### config.mk
export PLATFORM = sky130hd
export DESIGN_NAME = rtcrb_core
export DESIGN_NICKNAME = d
export VERILOG_FILES = /design/src/core/rtcrb_core.v
export VERILOG_INCLUDE_DIRS = /design/src /design/src/core
export SDC_FILE = /design/constraint.sdc
export NUM_CORES = 1
export LEC_CHECK = 0
export BUFFER_PORTS_ARGS = -buffer_cell sky130_fd_sc_hd__buf_2
export CAP_MARGIN = 20
export CORE_ASPECT_RATIO = 0.75
export CORE_MARGIN = 8
export CORE_UTILIZATION = 55
export DETAILED_ROUTE_END_ITERATION = 6
export PLACE_DENSITY = 0.77
export SKIP_LAST_GASP = 1
export SYNTH_ARGS = -nofsm -noshare
export SYNTH_HDL_FRONTEND = slang
export SYNTH_SLANG_ARGS = --single-unit
### constraint.sdc
create_clock -name mclk -period 7.1 [get_ports mclk]
set_clock_uncertainty 0.1 [all_clocks]
set_input_delay 1.42 -clock mclk [delete_from_list [all_inputs] [get_ports mclk]]
set_output_delay 1.42 -clock mclk [all_outputs]
set_load 0.05 [all_outputs]
### src/core/rtcrb_regs.vh
/*
  Constants of the real-time counter register bank: register indices, field positions,
  reset values and timing counts.
  Assumes inclusion by bare name from the design files of this block.
*/
`ifndef RTCRB_REGS_VH
`define RTCRB_REGS_VH

// ----------------------------------------------------------------
// Register indices, byte address is four times the index
// ----------------------------------------------------------------
`define RTCRB_IX_CTRL     5'h00
`define RTCRB_IX_STAT     5'h01
`define RTCRB_IX_IEN      5'h02
`define RTCRB_IX_IFLG     5'h03
`define RTCRB_IX_TEMP     5'h04
`define RTCRB_IX_DBG      5'h05
`define RTCRB_IX_FREQUENCY_CALIBRATION    5'h06
`define RTCRB_IX_CSRC     5'h07
`define RTCRB_IX_CNTL     5'h08
`define RTCRB_IX_CNTH     5'h09
`define RTCRB_IX_PERL     5'h0A
`define RTCRB_IX_PERH     5'h0B
`define RTCRB_IX_CMPL     5'h0C
`define RTCRB_IX_CMPH     5'h0D
`define RTCRB_IX_PCTRL    5'h10
`define RTCRB_IX_PSTAT    5'h11
`define RTCRB_IX_PIEN     5'h12
`define RTCRB_IX_PIFLG    5'h13
`define RTCRB_IX_PDBG     5'h15

// ----------------------------------------------------------------
// Field positions
// ----------------------------------------------------------------
`define RTCRB_CTRL_EN     0
`define RTCRB_CTRL_CORR   2
`define RTCRB_CTRL_PSC_LO 3
`define RTCRB_CTRL_PSC_HI 6
`define RTCRB_CTRL_STBY   7
`define RTCRB_CTRL_MASK   8'hFD
`define RTCRB_FLG_OVF     0
`define RTCRB_FLG_CMP     1
`define RTCRB_FREQUENCY_CALIBRATION_SIGN  7
`define RTCRB_CSRC_MASK   8'h03
`define RTCRB_PCTRL_MASK  8'h79
`define RTCRB_BUSY_CTRL   0
`define RTCRB_BUSY_CNT    1
`define RTCRB_BUSY_PER    2
`define RTCRB_BUSY_CMP    3
`define RTCRB_BUSY_PIT    4

// ----------------------------------------------------------------
// Reset values and timing
// ----------------------------------------------------------------
`define RTCRB_RST_BYTE    8'h00
`define RTCRB_RST_PER     16'hFFFF
`define RTCRB_RST_WORD    16'h0000
`define RTCRB_SYNC_TICKS  2'h2
`define RTCRB_PPM_SPAN    21'hF4240
`define RTCRB_PIT_RSVD    4'hF

`endif

### src/core/rtcrb_core.v
/*
  Real-time counter register bank with prescaler, crystal correction, wrap and compare
  flags, shared temporary byte and periodic interrupt timer, behind an AXI4-Lite slave.
  Assumes one clock mclk; the counter clock arrives as the one-cycle pulse counterTick,
  and standby and debug halt arrive as synchronous levels.
*/
// How it works
// - Prescaler field bits 6:3 divides the counter clock by two to that power.
// - A new prescaler setting takes effect two counter clock ticks after the write.
// - Bit 7 keeps the counter running in standby; clear stops it there.
// - Bit 2 enables frequency correction of the prescaler.
// - Bit 0 enables the counter; the periodic timer runs on its own enable, PCTRL bit 0.
// - Status bits 3..0 show compare, period, count, main-control busy while carried over.
// - Interrupt enable bit 0 overflow, bit 1 compare; only enabled sources request.
// - Compare flag bit 1 sets when counter equals compare value.
// - Counter at period value wraps to zero on next count.
// - Overflow flag bit 0 sets when counter reaches period and wraps.
// - Writing 1 clears a flag bit; writing 0 leaves it.
// - One shared temporary byte makes two byte accesses of 16-bit registers atomic.
// - The temporary byte is directly readable and writable at its own offset.
// - Debug-run clear and processor halted stops the counter; set keeps it running.
// - Correction adds or removes error-value cycles per million counter cycles.
// - Calibration sign 0 counts slower, 1 counts faster.
// - Periodic period 0 off, 1 gives 4 cycles, doubling to 32768 at 0xE, 0xF reserved.
`include "rtcrb_regs.vh"

module rtcrb_core #(
  parameter AW = 8
) (
  // Clock and reset
  input wire mclk,
  input wire rst,
  // Counter clock and system state
  input wire counterTick,
  input wire standbySleep,
  input wire debugHalt,
  // AXI4-Lite write
  input wire [AW-1:0] s_axi_awaddr,
  input wire s_axi_awvalid,
  output reg s_axi_awready,
  input wire [31:0] s_axi_wdata,
  input wire [3:0] s_axi_wstrb,
  input wire s_axi_wvalid,
  output reg s_axi_wready,
  output reg [1:0] s_axi_bresp,
  output reg s_axi_bvalid,
  input wire s_axi_bready,
  // AXI4-Lite read
  input wire [AW-1:0] s_axi_araddr,
  input wire s_axi_arvalid,
  output reg s_axi_arready,
  output reg [31:0] s_axi_rdata,
  output reg [1:0] s_axi_rresp,
  output reg s_axi_rvalid,
  input wire s_axi_rready,
  // Events and interrupt
  output reg wrapOverflowEvt,
  output reg compareMatchEvt,
  output reg irq
);

  // ----------------------------------------------------------------
  // Bus decode
  // ----------------------------------------------------------------
  wire [4:0] wIx = s_axi_awaddr[6:2];
  wire [4:0] rIx = s_axi_araddr[6:2];
  wire wGo = s_axi_awvalid && s_axi_wvalid && !s_axi_awready && !s_axi_bvalid;
  wire rGo = s_axi_arvalid && !s_axi_arready && !s_axi_rvalid;
  wire wEn = wGo && s_axi_wstrb[0] && (s_axi_awaddr[AW-1:7] == 0);
  wire rEn = rGo && (s_axi_araddr[AW-1:7] == 0);
  wire [7:0] wd = s_axi_wdata[7:0];

  function mapped;
    input [4:0] ix;
    begin
      mapped = (ix <= `RTCRB_IX_CMPH) || (ix >= `RTCRB_IX_PCTRL && ix != 5'h14 &&
        ix <= `RTCRB_IX_PDBG);
    end
  endfunction

  // ----------------------------------------------------------------
  // Software-visible state
  // ----------------------------------------------------------------
  reg [7:0] ctrlShadow_r, ctrlEff_r, intEn_r, temp_r, frequency_calibration_r, clkSrc_r;
  reg [7:0] pitCtrlShadow_r, pitCtrlEff_r;
  reg debug_run_r, pitDbgRun_r, pitIntEn_r, pitFlag_r;
  reg [1:0] flags_r;
  reg [15:0] cntPend_r, cnt_r, perPend_r, perEff_r, cmpPend_r, cmpEff_r;
  reg [14:0] psc_r;
  reg [20:0] ppmAcc_r;
  reg corrPend_r, pitOut_r;

  // ----------------------------------------------------------------
  // Synchronisation busy channels
  // ----------------------------------------------------------------
  wire [4:0] syncWr;
  wire [4:0] syncDone;
  reg [4:0] busy_r;
  reg [9:0] age_r;
  assign syncWr[`RTCRB_BUSY_CTRL] = wEn && wIx == `RTCRB_IX_CTRL;
  assign syncWr[`RTCRB_BUSY_CNT] = wEn && wIx == `RTCRB_IX_CNTH;
  assign syncWr[`RTCRB_BUSY_PER] = wEn && wIx == `RTCRB_IX_PERH;
  assign syncWr[`RTCRB_BUSY_CMP] = wEn && wIx == `RTCRB_IX_CMPH;
  assign syncWr[`RTCRB_BUSY_PIT] = wEn && wIx == `RTCRB_IX_PCTRL;

  genvar g;
  generate
    for (g = 0; g < 5; g = g + 1) begin : gSync
      // A value is released after two counter ticks; a fresh write restarts the wait.
      assign syncDone[g] = busy_r[g] && counterTick && !syncWr[g] &&
        (age_r[2*g+:2] == `RTCRB_SYNC_TICKS - 2'h1);
      always @(posedge mclk or posedge rst) begin
        if (rst) begin
          busy_r[g] <= 1'b0;
          age_r[2*g+:2] <= 2'h0;
        end else if (syncWr[g]) begin
          busy_r[g] <= 1'b1;
          age_r[2*g+:2] <= 2'h0;
        end else if (syncDone[g]) begin
          busy_r[g] <= 1'b0;
        end else if (busy_r[g] && counterTick) begin
          age_r[2*g+:2] <= age_r[2*g+:2] + 2'h1;
        end
      end
    end
  endgenerate

  // ----------------------------------------------------------------
  // Prescaler with crystal correction
  // ----------------------------------------------------------------
  wire [3:0] pscSel = ctrlEff_r[`RTCRB_CTRL_PSC_HI:`RTCRB_CTRL_PSC_LO];
  wire rtcOn = ctrlEff_r[`RTCRB_CTRL_EN];
  wire pitOn = pitCtrlEff_r[0];
  wire rtcRun = rtcOn && !(standbySleep && !ctrlEff_r[`RTCRB_CTRL_STBY]) &&
    !(debugHalt && !debug_run_r);
  wire pitRun = pitOn && !(debugHalt && !pitDbgRun_r);
  wire pscRun = counterTick && ((rtcOn && rtcRun) || pitRun);
  wire corrOn = ctrlEff_r[`RTCRB_CTRL_CORR] || corrPend_r;
  wire [20:0] ppmSum = ppmAcc_r + {14'h0, frequency_calibration_r[6:0]};
  wire corrHit = corrOn && (ppmSum >= `RTCRB_PPM_SPAN);
  // Positive correction holds the prescaler one tick, negative steps it twice.
  wire [14:0] pscStep = !corrHit ? 15'h1 :
    (frequency_calibration_r[`RTCRB_FREQUENCY_CALIBRATION_SIGN] ? 15'h2 : 15'h0);
  // The sum is one bit wider than the prescaler, so the carry out of the top stage
  // still yields a count tick at the largest division.
  wire [15:0] pscSum = {1'b0, psc_r} + {1'b0, pscStep};
  wire [14:0] pscNext = pscSum[14:0];
  wire [15:0] pscMask = (16'h0001 << pscSel) - 16'h0001;
  // A count tick is taken when the selected low bits roll over to zero.
  wire [15:0] pscCross = ({1'b0, psc_r} ^ pscSum) & ~pscMask;
  wire cntTick = pscRun && rtcRun && (pscSel == 4'h0 ? pscStep != 15'h0 :
    pscCross != 16'h0);

  always @(posedge mclk or posedge rst) begin
    if (rst) begin
      psc_r <= 15'h0;
      ppmAcc_r <= 21'h0;
      corrPend_r <= 1'b0;
    end else if (!rtcOn && !pitOn) begin
      psc_r <= 15'h0;
      ppmAcc_r <= 21'h0;
      corrPend_r <= 1'b0;
    end else if (pscRun) begin
      psc_r <= pscNext;
      // Turning correction off stops it at once; a correction already owed is not completed.
      if (corrOn) begin
        ppmAcc_r <= corrHit ? ppmSum - `RTCRB_PPM_SPAN : ppmSum;
        corrPend_r <= !ctrlEff_r[`RTCRB_CTRL_CORR] && !corrHit && ppmAcc_r != 21'h0;
      end
    end
  end

  // ----------------------------------------------------------------
  // Counter, wrap and compare
  // ----------------------------------------------------------------
  wire atPer = cnt_r == perEff_r;
  wire [15:0] cntNext = atPer ? 16'h0 : cnt_r + 16'h1;
  wire cmpHit = cntTick && cntNext == cmpEff_r;
  wire ovfHit = cntTick && atPer;
  wire flgClr = wEn && wIx == `RTCRB_IX_IFLG;
  wire pitClr = wEn && wIx == `RTCRB_IX_PIFLG && wd[0];
  wire [3:0] pitSel = pitCtrlEff_r[6:3];
  // Period code n toggles on prescaler bit n, giving a full period of 2^(n+1) ticks.
  wire pitLevel = pitRun && pitSel != 4'h0 && pitSel != `RTCRB_PIT_RSVD &&
    psc_r[pitSel];
  wire pitRise = pitLevel && !pitOut_r;

  always @(posedge mclk or posedge rst) begin
    if (rst) begin
      cnt_r <= `RTCRB_RST_WORD;
      flags_r <= 2'h0;
      pitFlag_r <= 1'b0;
      pitOut_r <= 1'b0;
      ctrlEff_r <= `RTCRB_RST_BYTE;
      perEff_r <= `RTCRB_RST_PER;
      cmpEff_r <= `RTCRB_RST_WORD;
      pitCtrlEff_r <= `RTCRB_RST_BYTE;
      wrapOverflowEvt <= 1'b0;
      compareMatchEvt <= 1'b0;
      irq <= 1'b0;
    end else begin
      if (syncDone[`RTCRB_BUSY_CTRL])
        ctrlEff_r <= ctrlShadow_r;
      if (syncDone[`RTCRB_BUSY_PER])
        perEff_r <= perPend_r;
      if (syncDone[`RTCRB_BUSY_CMP])
        cmpEff_r <= cmpPend_r;
      if (syncDone[`RTCRB_BUSY_PIT])
        pitCtrlEff_r <= pitCtrlShadow_r;
      if (syncDone[`RTCRB_BUSY_CNT])
        cnt_r <= cntPend_r;
      else if (cntTick)
        cnt_r <= cntNext;
      // A flag set in the same cycle as its clear survives.
      flags_r[`RTCRB_FLG_OVF] <= ovfHit ||
        (flags_r[`RTCRB_FLG_OVF] && !(flgClr && wd[`RTCRB_FLG_OVF]));
      flags_r[`RTCRB_FLG_CMP] <= cmpHit ||
        (flags_r[`RTCRB_FLG_CMP] && !(flgClr && wd[`RTCRB_FLG_CMP]));
      pitOut_r <= pitLevel;
      pitFlag_r <= pitRise || (pitFlag_r && !pitClr);
      wrapOverflowEvt <= ovfHit;
      compareMatchEvt <= cmpHit;
      irq <= |(flags_r & intEn_r[1:0]) || (pitFlag_r && pitIntEn_r);
    end
  end

  // ----------------------------------------------------------------
  // Register writes and the shared temporary byte
  // ----------------------------------------------------------------
  // Low-byte writes only park data in the temporary byte; the high-byte write commits
  // both halves at once, so the far side never sees a torn value.
  always @(posedge mclk or posedge rst) begin
    if (rst) begin
      ctrlShadow_r <= `RTCRB_RST_BYTE;
      intEn_r <= `RTCRB_RST_BYTE;
      temp_r <= `RTCRB_RST_BYTE;
      frequency_calibration_r <= `RTCRB_RST_BYTE;
      clkSrc_r <= `RTCRB_RST_BYTE;
      pitCtrlShadow_r <= `RTCRB_RST_BYTE;
      debug_run_r <= 1'b0;
      pitDbgRun_r <= 1'b0;
      pitIntEn_r <= 1'b0;
      cntPend_r <= `RTCRB_RST_WORD;
      perPend_r <= `RTCRB_RST_PER;
      cmpPend_r <= `RTCRB_RST_WORD;
    end else if (wEn) begin
      case (wIx)
        `RTCRB_IX_CTRL: ctrlShadow_r <= wd & `RTCRB_CTRL_MASK;
        `RTCRB_IX_IEN: intEn_r <= {6'h0, wd[1:0]};
        `RTCRB_IX_TEMP: temp_r <= wd;
        `RTCRB_IX_DBG: debug_run_r <= wd[0];
        `RTCRB_IX_FREQUENCY_CALIBRATION: frequency_calibration_r <= wd;
        `RTCRB_IX_CSRC: clkSrc_r <= wd & `RTCRB_CSRC_MASK;
        `RTCRB_IX_CNTL, `RTCRB_IX_PERL, `RTCRB_IX_CMPL: temp_r <= wd;
        `RTCRB_IX_CNTH: cntPend_r <= {wd, temp_r};
        `RTCRB_IX_PERH: perPend_r <= {wd, temp_r};
        `RTCRB_IX_CMPH: cmpPend_r <= {wd, temp_r};
        `RTCRB_IX_PCTRL: pitCtrlShadow_r <= wd & `RTCRB_PCTRL_MASK;
        `RTCRB_IX_PIEN: pitIntEn_r <= wd[0];
        `RTCRB_IX_PDBG: pitDbgRun_r <= wd[0];
        default: ;
      endcase
    end else if (rEn) begin
      // Reading a low byte latches its high byte for the following access.
      case (rIx)
        `RTCRB_IX_CNTL: temp_r <= cnt_r[15:8];
        `RTCRB_IX_PERL: temp_r <= perPend_r[15:8];
        `RTCRB_IX_CMPL: temp_r <= cmpPend_r[15:8];
        default: ;
      endcase
    end
  end

  // ----------------------------------------------------------------
  // Read mux
  // ----------------------------------------------------------------
  reg [7:0] rByte;
  always @* begin
    rByte = 8'h00;
    case (rIx)
      `RTCRB_IX_CTRL: rByte = ctrlShadow_r;
      `RTCRB_IX_STAT: rByte = {4'h0, busy_r[3:0]};
      `RTCRB_IX_IEN: rByte = intEn_r;
      `RTCRB_IX_IFLG: rByte = {6'h0, flags_r};
      `RTCRB_IX_TEMP: rByte = temp_r;
      `RTCRB_IX_DBG: rByte = {7'h0, debug_run_r};
      `RTCRB_IX_FREQUENCY_CALIBRATION: rByte = frequency_calibration_r;
      `RTCRB_IX_CSRC: rByte = clkSrc_r;
      `RTCRB_IX_CNTL: rByte = cnt_r[7:0];
      `RTCRB_IX_PERL: rByte = perPend_r[7:0];
      `RTCRB_IX_CMPL: rByte = cmpPend_r[7:0];
      `RTCRB_IX_CNTH, `RTCRB_IX_PERH, `RTCRB_IX_CMPH: rByte = temp_r;
      `RTCRB_IX_PCTRL: rByte = pitCtrlShadow_r;
      `RTCRB_IX_PSTAT: rByte = {7'h0, busy_r[`RTCRB_BUSY_PIT]};
      `RTCRB_IX_PIEN: rByte = {7'h0, pitIntEn_r};
      `RTCRB_IX_PIFLG: rByte = {7'h0, pitFlag_r};
      `RTCRB_IX_PDBG: rByte = {7'h0, pitDbgRun_r};
      default: rByte = 8'h00;
    endcase
  end

  // ----------------------------------------------------------------
  // AXI4-Lite handshakes
  // ----------------------------------------------------------------
  always @(posedge mclk or posedge rst) begin
    if (rst) begin
      s_axi_awready <= 1'b0;
      s_axi_wready <= 1'b0;
      s_axi_bvalid <= 1'b0;
      s_axi_bresp <= 2'h0;
      s_axi_arready <= 1'b0;
      s_axi_rvalid <= 1'b0;
      s_axi_rresp <= 2'h0;
      s_axi_rdata <= 32'h0;
    end else begin
      s_axi_awready <= wGo;
      s_axi_wready <= wGo;
      // The answer waits one cycle for the address and data handshakes to finish, since
      // a response may not appear before both channels have been taken.
      if (wGo) begin
        s_axi_bresp <= (s_axi_awaddr[AW-1:7] == 0 && mapped(wIx)) ? 2'h0 : 2'h2;
      end
      if (s_axi_awready) begin
        s_axi_bvalid <= 1'b1;
      end else if (s_axi_bready) begin
        s_axi_bvalid <= 1'b0;
      end
      s_axi_arready <= rGo;
      if (rGo) begin
        s_axi_rresp <= (rEn && mapped(rIx)) ? 2'h0 : 2'h2;
        s_axi_rdata <= rEn ? {24'h0, rByte} : 32'h0;
      end
      if (s_axi_arready) begin
        s_axi_rvalid <= 1'b1;
      end else if (s_axi_rready) begin
        s_axi_rvalid <= 1'b0;
      end
    end
  end

endmodule // rtcrb_core

Word level (Yosys, flattened, before mapping)
Cells that the tools add are included.
{"block": "totals", "memories": 0, "latchBits": 0, "register_bits": 242, "rom_bits": 0, "ram_bits": 0, "word_cells": 311, "output_inout_bits": 44}
{"block": "classes", "magnitude_cmp": 8, "multipliers": 0, "eq_ne": 50, "n_reduce_logical": 139, "n_mux": 54, "div_mod_pow": 0, "add_sub_neg": 10, "n_bitwise": 6, "shifts": 1}
{"op": "$pmux W8 S16", "n": 1}
{"op": "$mux W21", "n": 4}
{"op": "$logic_and A1 B1 Y1", "n": 63}
{"op": "$eq A5 B4 Y1 const B", "n": 12}
{"op": "$mux W16", "n": 3}
{"op": "$eq A5 B5 Y1 const B", "n": 9}
{"op": "$eq A5 B3 Y1 const B", "n": 8}
{"op": "$mux W2", "n": 19}
{"op": "$reduce_and A2 Y1", "n": 17}
{"op": "$eq A16 B16 Y1", "n": 2}
{"op": "$mux W8", "n": 4}
{"op": "$reduce_bool A2 Y1", "n": 16}
{"op": "$mux W15", "n": 2}
{"op": "$pmux W8 S3", "n": 1}
{"op": "$logic_not A1 Y1", "n": 23}
{"op": "$add A21 B7 Y21", "n": 1}
{"op": "$ge A21 B20 Y1 const B", "n": 1}
{"op": "$reduce_bool A21 Y1", "n": 1}
{"op": "$sub A21 B20 Y21 const B", "n": 1}
{"op": "$eq A5 B2 Y1 const B", "n": 4}
{"op": "$mux W1", "n": 19}
{"op": "$add A15 B2 Y16", "n": 1}
{"op": "$add A16 B1 Y16 const B", "n": 1}
{"op": "$and A16 B16 Y16", "n": 1}
{"op": "other kinds (26)", "n": 54}

Logic depth before layout (Yosys ltp)
{"block": "depth", "word_depth": 12, "mapped_depth": 26, "ltp_nobuf": 23}

Worst setup path before layout
Ideal clock, no wire load.
{"block": "synth_timing", "path_type": "register to register", "start": "register frequency_calibration_r[0]", "end": "register cnt_r[7]", "synth_period_minus_slack_ns": 6.346, "t_required_ns": 6.918, "slack_ns": 0.754, "arrival_time_ns": 6.164, "path_buffers": 2, "stages_incl_launch_ff": 26, "cell_sequence": "dfrtp_1 -> ha_1 -> fa_1 -> a211o_1 -> a21o_1 -> xnor2_1 -> inv_1 -> ha_1 -> nand3_1 -> or4_1 -> or4b_4 -> nor4b_4 -> o32ai_4 -> buf_2 -> nor2_1 -> fa_1 -> and3_1 -> and3_1 -> nand2_1 -> a211o_1 -> a21oi_1 -> o311a_1 -> o31ai_4 -> buf_6 -> or4b_2 -> a31oi_1"}
{"block": "synth_between", "elab_chain_len": 11}
{"item": "from (decl)", "line": "rtcrb_core.v:84", "text": "reg [7:0] ctrlShadow_r, ctrlEff_r, intEn_r, temp_r, frequency_calibration_r, clkSrc_r;"}
{"item": "from (signal assigned)", "line": "rtcrb_core.v:237", "text": "frequency_calibration_r <= `RTCRB_RST_BYTE;"}
{"item": "from (signal assigned)", "line": "rtcrb_core.v:252", "text": "`RTCRB_IX_FREQUENCY_CALIBRATION: frequency_calibration_r <= wd;"}
{"item": "$add A21 B7 Y21 (*)", "line": "rtcrb_core.v:139", "text": "wire [20:0] ppmSum = ppmAcc_r + {14'h0, frequency_calibration_r[6:0]};"}
{"item": "$ge A21 B20 Y1 (no line) (*)"}
{"item": "$logic_and A1 B1 Y1 (*)", "line": "rtcrb_core.v:140", "text": "wire corrHit = corrOn && (ppmSum >= `RTCRB_PPM_SPAN);"}
{"item": "$mux W2 (*)", "line": "rtcrb_core.v:142", "text": "wire [14:0] pscStep = !corrHit ? 15'h1 :"}
{"item": "$add A15 B2 Y16", "line": "rtcrb_core.v:146", "text": "wire [15:0] pscSum = {1'b0, psc_r} + {1'b0, pscStep};"}
{"item": "$xor A15 B16 Y16", "line": "rtcrb_core.v:150", "text": "wire [15:0] pscCross = ({1'b0, psc_r} ^ pscSum) & ~pscMask;"}
{"item": "$and A16 B16 Y16", "line": "rtcrb_core.v:150"}
{"item": "$reduce_bool A16 Y1", "line": "rtcrb_core.v:152", "text": "pscCross != 16'h0);"}
{"item": "$mux W1 (*)", "line": "rtcrb_core.v:151", "text": "wire cntTick = pscRun && rtcRun && (pscSel == 4'h0 ? pscStep != 15'h0 :"}
{"item": "$logic_and A1 B1 Y1 (*)", "line": "rtcrb_core.v:151"}
{"item": "$reduce_bool A2 Y1 (no line) (*)"}
{"item": "to (signal assigned)", "line": "rtcrb_core.v:190", "text": "cnt_r <= `RTCRB_RST_WORD;"}
{"item": "to (signal assigned)", "line": "rtcrb_core.v:211", "text": "cnt_r <= cntPend_r;"}
{"item": "to (signal assigned)", "line": "rtcrb_core.v:213", "text": "cnt_r <= cntNext;"}
{"item": "to (decl)", "line": "rtcrb_core.v:88", "text": "reg [15:0] cntPend_r, cnt_r, perPend_r, perEff_r, cmpPend_r, cmpEff_r;"}
Every way passes the cells marked *; elsewhere a longest branch is shown, timed or not.
A chain may end at the register's enable or synchronous reset.

Worst setup path after layout
{"block": "layout_timing", "start": "register frequency_calibration_r[0]", "end": "register cnt_r[13]"}
The elaborated chain is that of the path after synthesis.

==> flow_metrics.tcl <==
set metrics [dict create \
    fin_cells 1612 \
    critical_path_class "flop to flop" \
    hold_violations 0 \
    clockRootBuffer "clkbuf_16" \
    wl_met3_um 2998 \
    wl_per_cell_um 20.19 \
    max_freq_mhz 148.8 \
    ctsLongestPathBuffers 3 \
    drive_gt1_frac 0.2109 \
    drcViolationCount 0 \
    synth_top_area_frac 0.3738 \
    syn_avg_cell_area_um2 9.647 \
    cts_resized 0 \
    arrival_ns 7.07 \
    synth-main-ff-cell "dfrtp_1" \
    top_layer "met4" \
    die_x_um 188.8 \
    dieArea_mm2 0.02749 \
    seq_area_frac_synth 0.4420 \
    clk_latency_ns 0.53 \
    synth-compound-area-share 0.1416 \
    synthSimpleGateAreaFrac 0.1754 \
    grt.total_usage 0.2253 \
    synthAdderAreaFrac 0.02153 \
    clock_sinks 216 \
    leakage_nw 6.260 \
    setup_viol 0 \
    totalPowerFinal_mw 3.140 \
    first_pass_iters 6 \
    crit_required_ns 7.44 \
    status "completed" \
    dp_hpwl_um 22500 \
    antenna_found_initial 0 \
    ys_seq_elements 216 \
    die_h_um 145.6 \
    whs_path_depth 1 \
    fin_util 0.6172 \
    ys_types 76 \
    clk_transition_reported_paths_ns 0.06 \
    drt_iter0_drc 1060 \
    via_count 10120 \
    r2r-start "frequency_calibration_r[0]$_DFFE_PP0P_" \
    core_area_mm2 0.02205 \
    syn_to_final_growth_pct 10.48 \
    synth_top_family_by_area "simple AND/OR/NAND/NOR gates" \
    grt_pass1_wl_um 51050 \
    synth-edff-count 0 \
    hold-worst-slack_ns 0.3489 \
    synth_most_common_cell "dfrtp_1" \
    vias_per_cell 6.277 \
    rsz0062_at_grt "no" \
    dp.cells 1567 \
    gr-total-overflow 0 \
    ant_nets 0 \
    cp-start-kind "flop" \
    drt-met1-wl_um 15150 \
    r2r-end "cnt_r[13]$_DFFE_PP0P_" \
    synth_warnings 0 \
    crit_fanout 12 \
    muxShareOfSynthArea 0.1108 \
    fin_tns_setup_ns 0 \
    synth_top_area_cell "dfrtp_1" \
    cts_tree "yes" \
    fin_crit_sh 0.9467 \
    syn_inst 1277 \
    drt-total-wl_um 32550 \
    reg2reg_depth 23 \
    min_from "pitOut_r$_DFF_PP0_" \
    grt_pass1_vias 9404 \
    power_density_mw_per_mm2 230.7 \
    ys_top_cells_by_count "184 x dfrtp_1, 161 x nand2_1, 105 x mux2_2" \
    met2_length_um 13580 \
    critPathCaptureType "flop" \
    holdPathEnd "pitFlag_r$_DFF_PP0_" \
    rows 47 \
    initial_core_util 0.5586 \
    fin_crit_ns 6.721 \
    synth.area.top_cells "dfrtp_1 37%, mux2_2 9.6%, dfstp_2 6.8%" \
    num_io_pins 106 \
    slew_viol_final 0 \
    r2r_slack_ns 0.38 \
    worstHoldPathType "flop to flop" \
    nFillCells 1850 \
    max_cap_viol_count 0 \
    holdBufCountCts 0 \
    ys_async_sr_fraction 1.000 \
    peakVddDrop_mv 0.1955 \
    htree_levels 1 \
    io_buffers 48 \
    fin_nets 1383 \
    synthXorXnorAreaFrac 0.05901 \
    grt_max_degree 159 \
    post-cts-setup-buffers 0 \
    relSlewSlack 0.1373 \
    num_antenna_cells 0 \
    routabilityCongestion 0.9263 \
    tightest_slew_ns 1.286 \
    netlist_area_mm2 0.01232 \
    cts_buffers 23 \
]
metrics by stage:
step                      setup WS, ns  instance area [µm²]
after global routing           0.09512                13610
final                           0.3786                13610
after floorplan                 0.7537                12420
after global placement          0.4423                12710
after CTS                       0.2806                13570
after detailed placement        0.3155                12710
final cells by class:
cell class | count | area, µm² | share of cell area
timing repair buffer | 67 | 395.4 | 0.02905
sequential | 216 | 5445 | 0.4001
multi-input combinational | 959 | 6405 | 0.4706
tap | 294 | 367.9 | 0.02703
clock inverter | 13 | 217.7 | 0.01600
clock buffer | 29 | 648.1 | 0.04762
inverter | 34 | 131.4 | 0.009652
cells by family after synthesis:
family,after synthesis
AO/OA/AOI/OAI,266
XOR/XNOR,83
adder cells (fa/ha/maj),20
buffers and inverters,128
flip-flops,216
multiplexers,119
other,1
AND/OR/NAND/NOR,444
metal layers:
layer  vias to the layer above  GRT usage
li1                       4570          -
met1                      5032     0.3460
met2                       455     0.3164
met3                        61    0.04861
met4                         0    0.05304
met5                         -          0
layout by cell type (no fill, tap or decap), types with 6 or more instances in the layout:
cell type,instances
conb_1,26
and3_1,13
or4_1,7
mux2i_1,10
nand3_1,51
ha_1,18
a21o_1,14
a221oi_1,6
or4b_2,6
dfrtp_1,184
a31oi_1,20
nor4_1,7
or3_1,11
nand2b_1,9
clkbuf_16,23
nand3b_1,8
dfstp_2,32
mux2_2,105
o21ai_0,84
xnor2_1,45
buf_2,48
a22oi_1,27
a222oi_1,6
buf_4,17
nand4_1,13
xor2_1,38
nor2_1,98
nor3_1,21
nand2_1,161
a21oi_1,53
o31ai_1,7
inv_1,33
and2_1,6
state kept, by name, indices dropped and copies added, names as in the netlist, 10 cells and up:
signal,cells
cnt_r,16
perPend_r,16
age_r,10
ppmAcc_r,21
cmpEff_r,16
perEff_r,16
cntPend_r,16
psc_r,15
cmpPend_r,16
report_power, final:
part / switching, mW / total (mW) / internal (mW) / leakage (nW)
Clock: 0.527 / 1.36 / 0.837 / 0.422
Combinational: 0.248 / 0.390 / 0.141 / 2.98
Sequential: 0.0881 / 1.39 / 1.30 / 2.86
critical path: stages, from the launching register on:
cell and delay (ns):
dfrtp_1 0.46, ha_1 0.28, fa_1 0.42, a211o_1 0.36, a21o_1 0.21, xnor2_1 0.19
inv_1 0.08, ha_1 0.14, nand3_1 0.06, or4_1 0.54, or4b_4 0.51, nor4b_4 0.40
o32ai_4 0.14, nor2_1 0.24, fa_1 0.28, and3_1 0.20, and3_1 0.21, nand2_1 0.11
a211o_1 0.24, a21oi_1 0.16, o311a_4 0.24, o31ai_4 0.19, or4b_2 0.67, a31oi_1 0.20
how the worst max path moves through the flow:
stage | endpoint | cells past startpoint | from
finish | cnt_r[13]$_DFFE_PP0P_ | 23 | frequency_calibration_r[0]$_DFFE_PP0P_
global route | cnt_r[8]$_DFFE_PP0P_ | 24 | frequency_calibration_r[0]$_DFFE_PP0P_
CTS | cnt_r[13]$_DFFE_PP0P_ | 23 | frequency_calibration_r[0]$_DFFE_PP0P_
detailed placement | cnt_r[13]$_DFFE_PP0P_ | 23 | frequency_calibration_r[0]$_DFFE_PP0P_
global placement | cnt_r[8]$_DFFE_PP0P_ | 24 | frequency_calibration_r[0]$_DFFE_PP0P_
floorplan | cnt_r[7]$_DFFE_PP0P_ | 25 | frequency_calibration_r[0]$_DFFE_PP0P_
(Power assumes the default switching activity.)
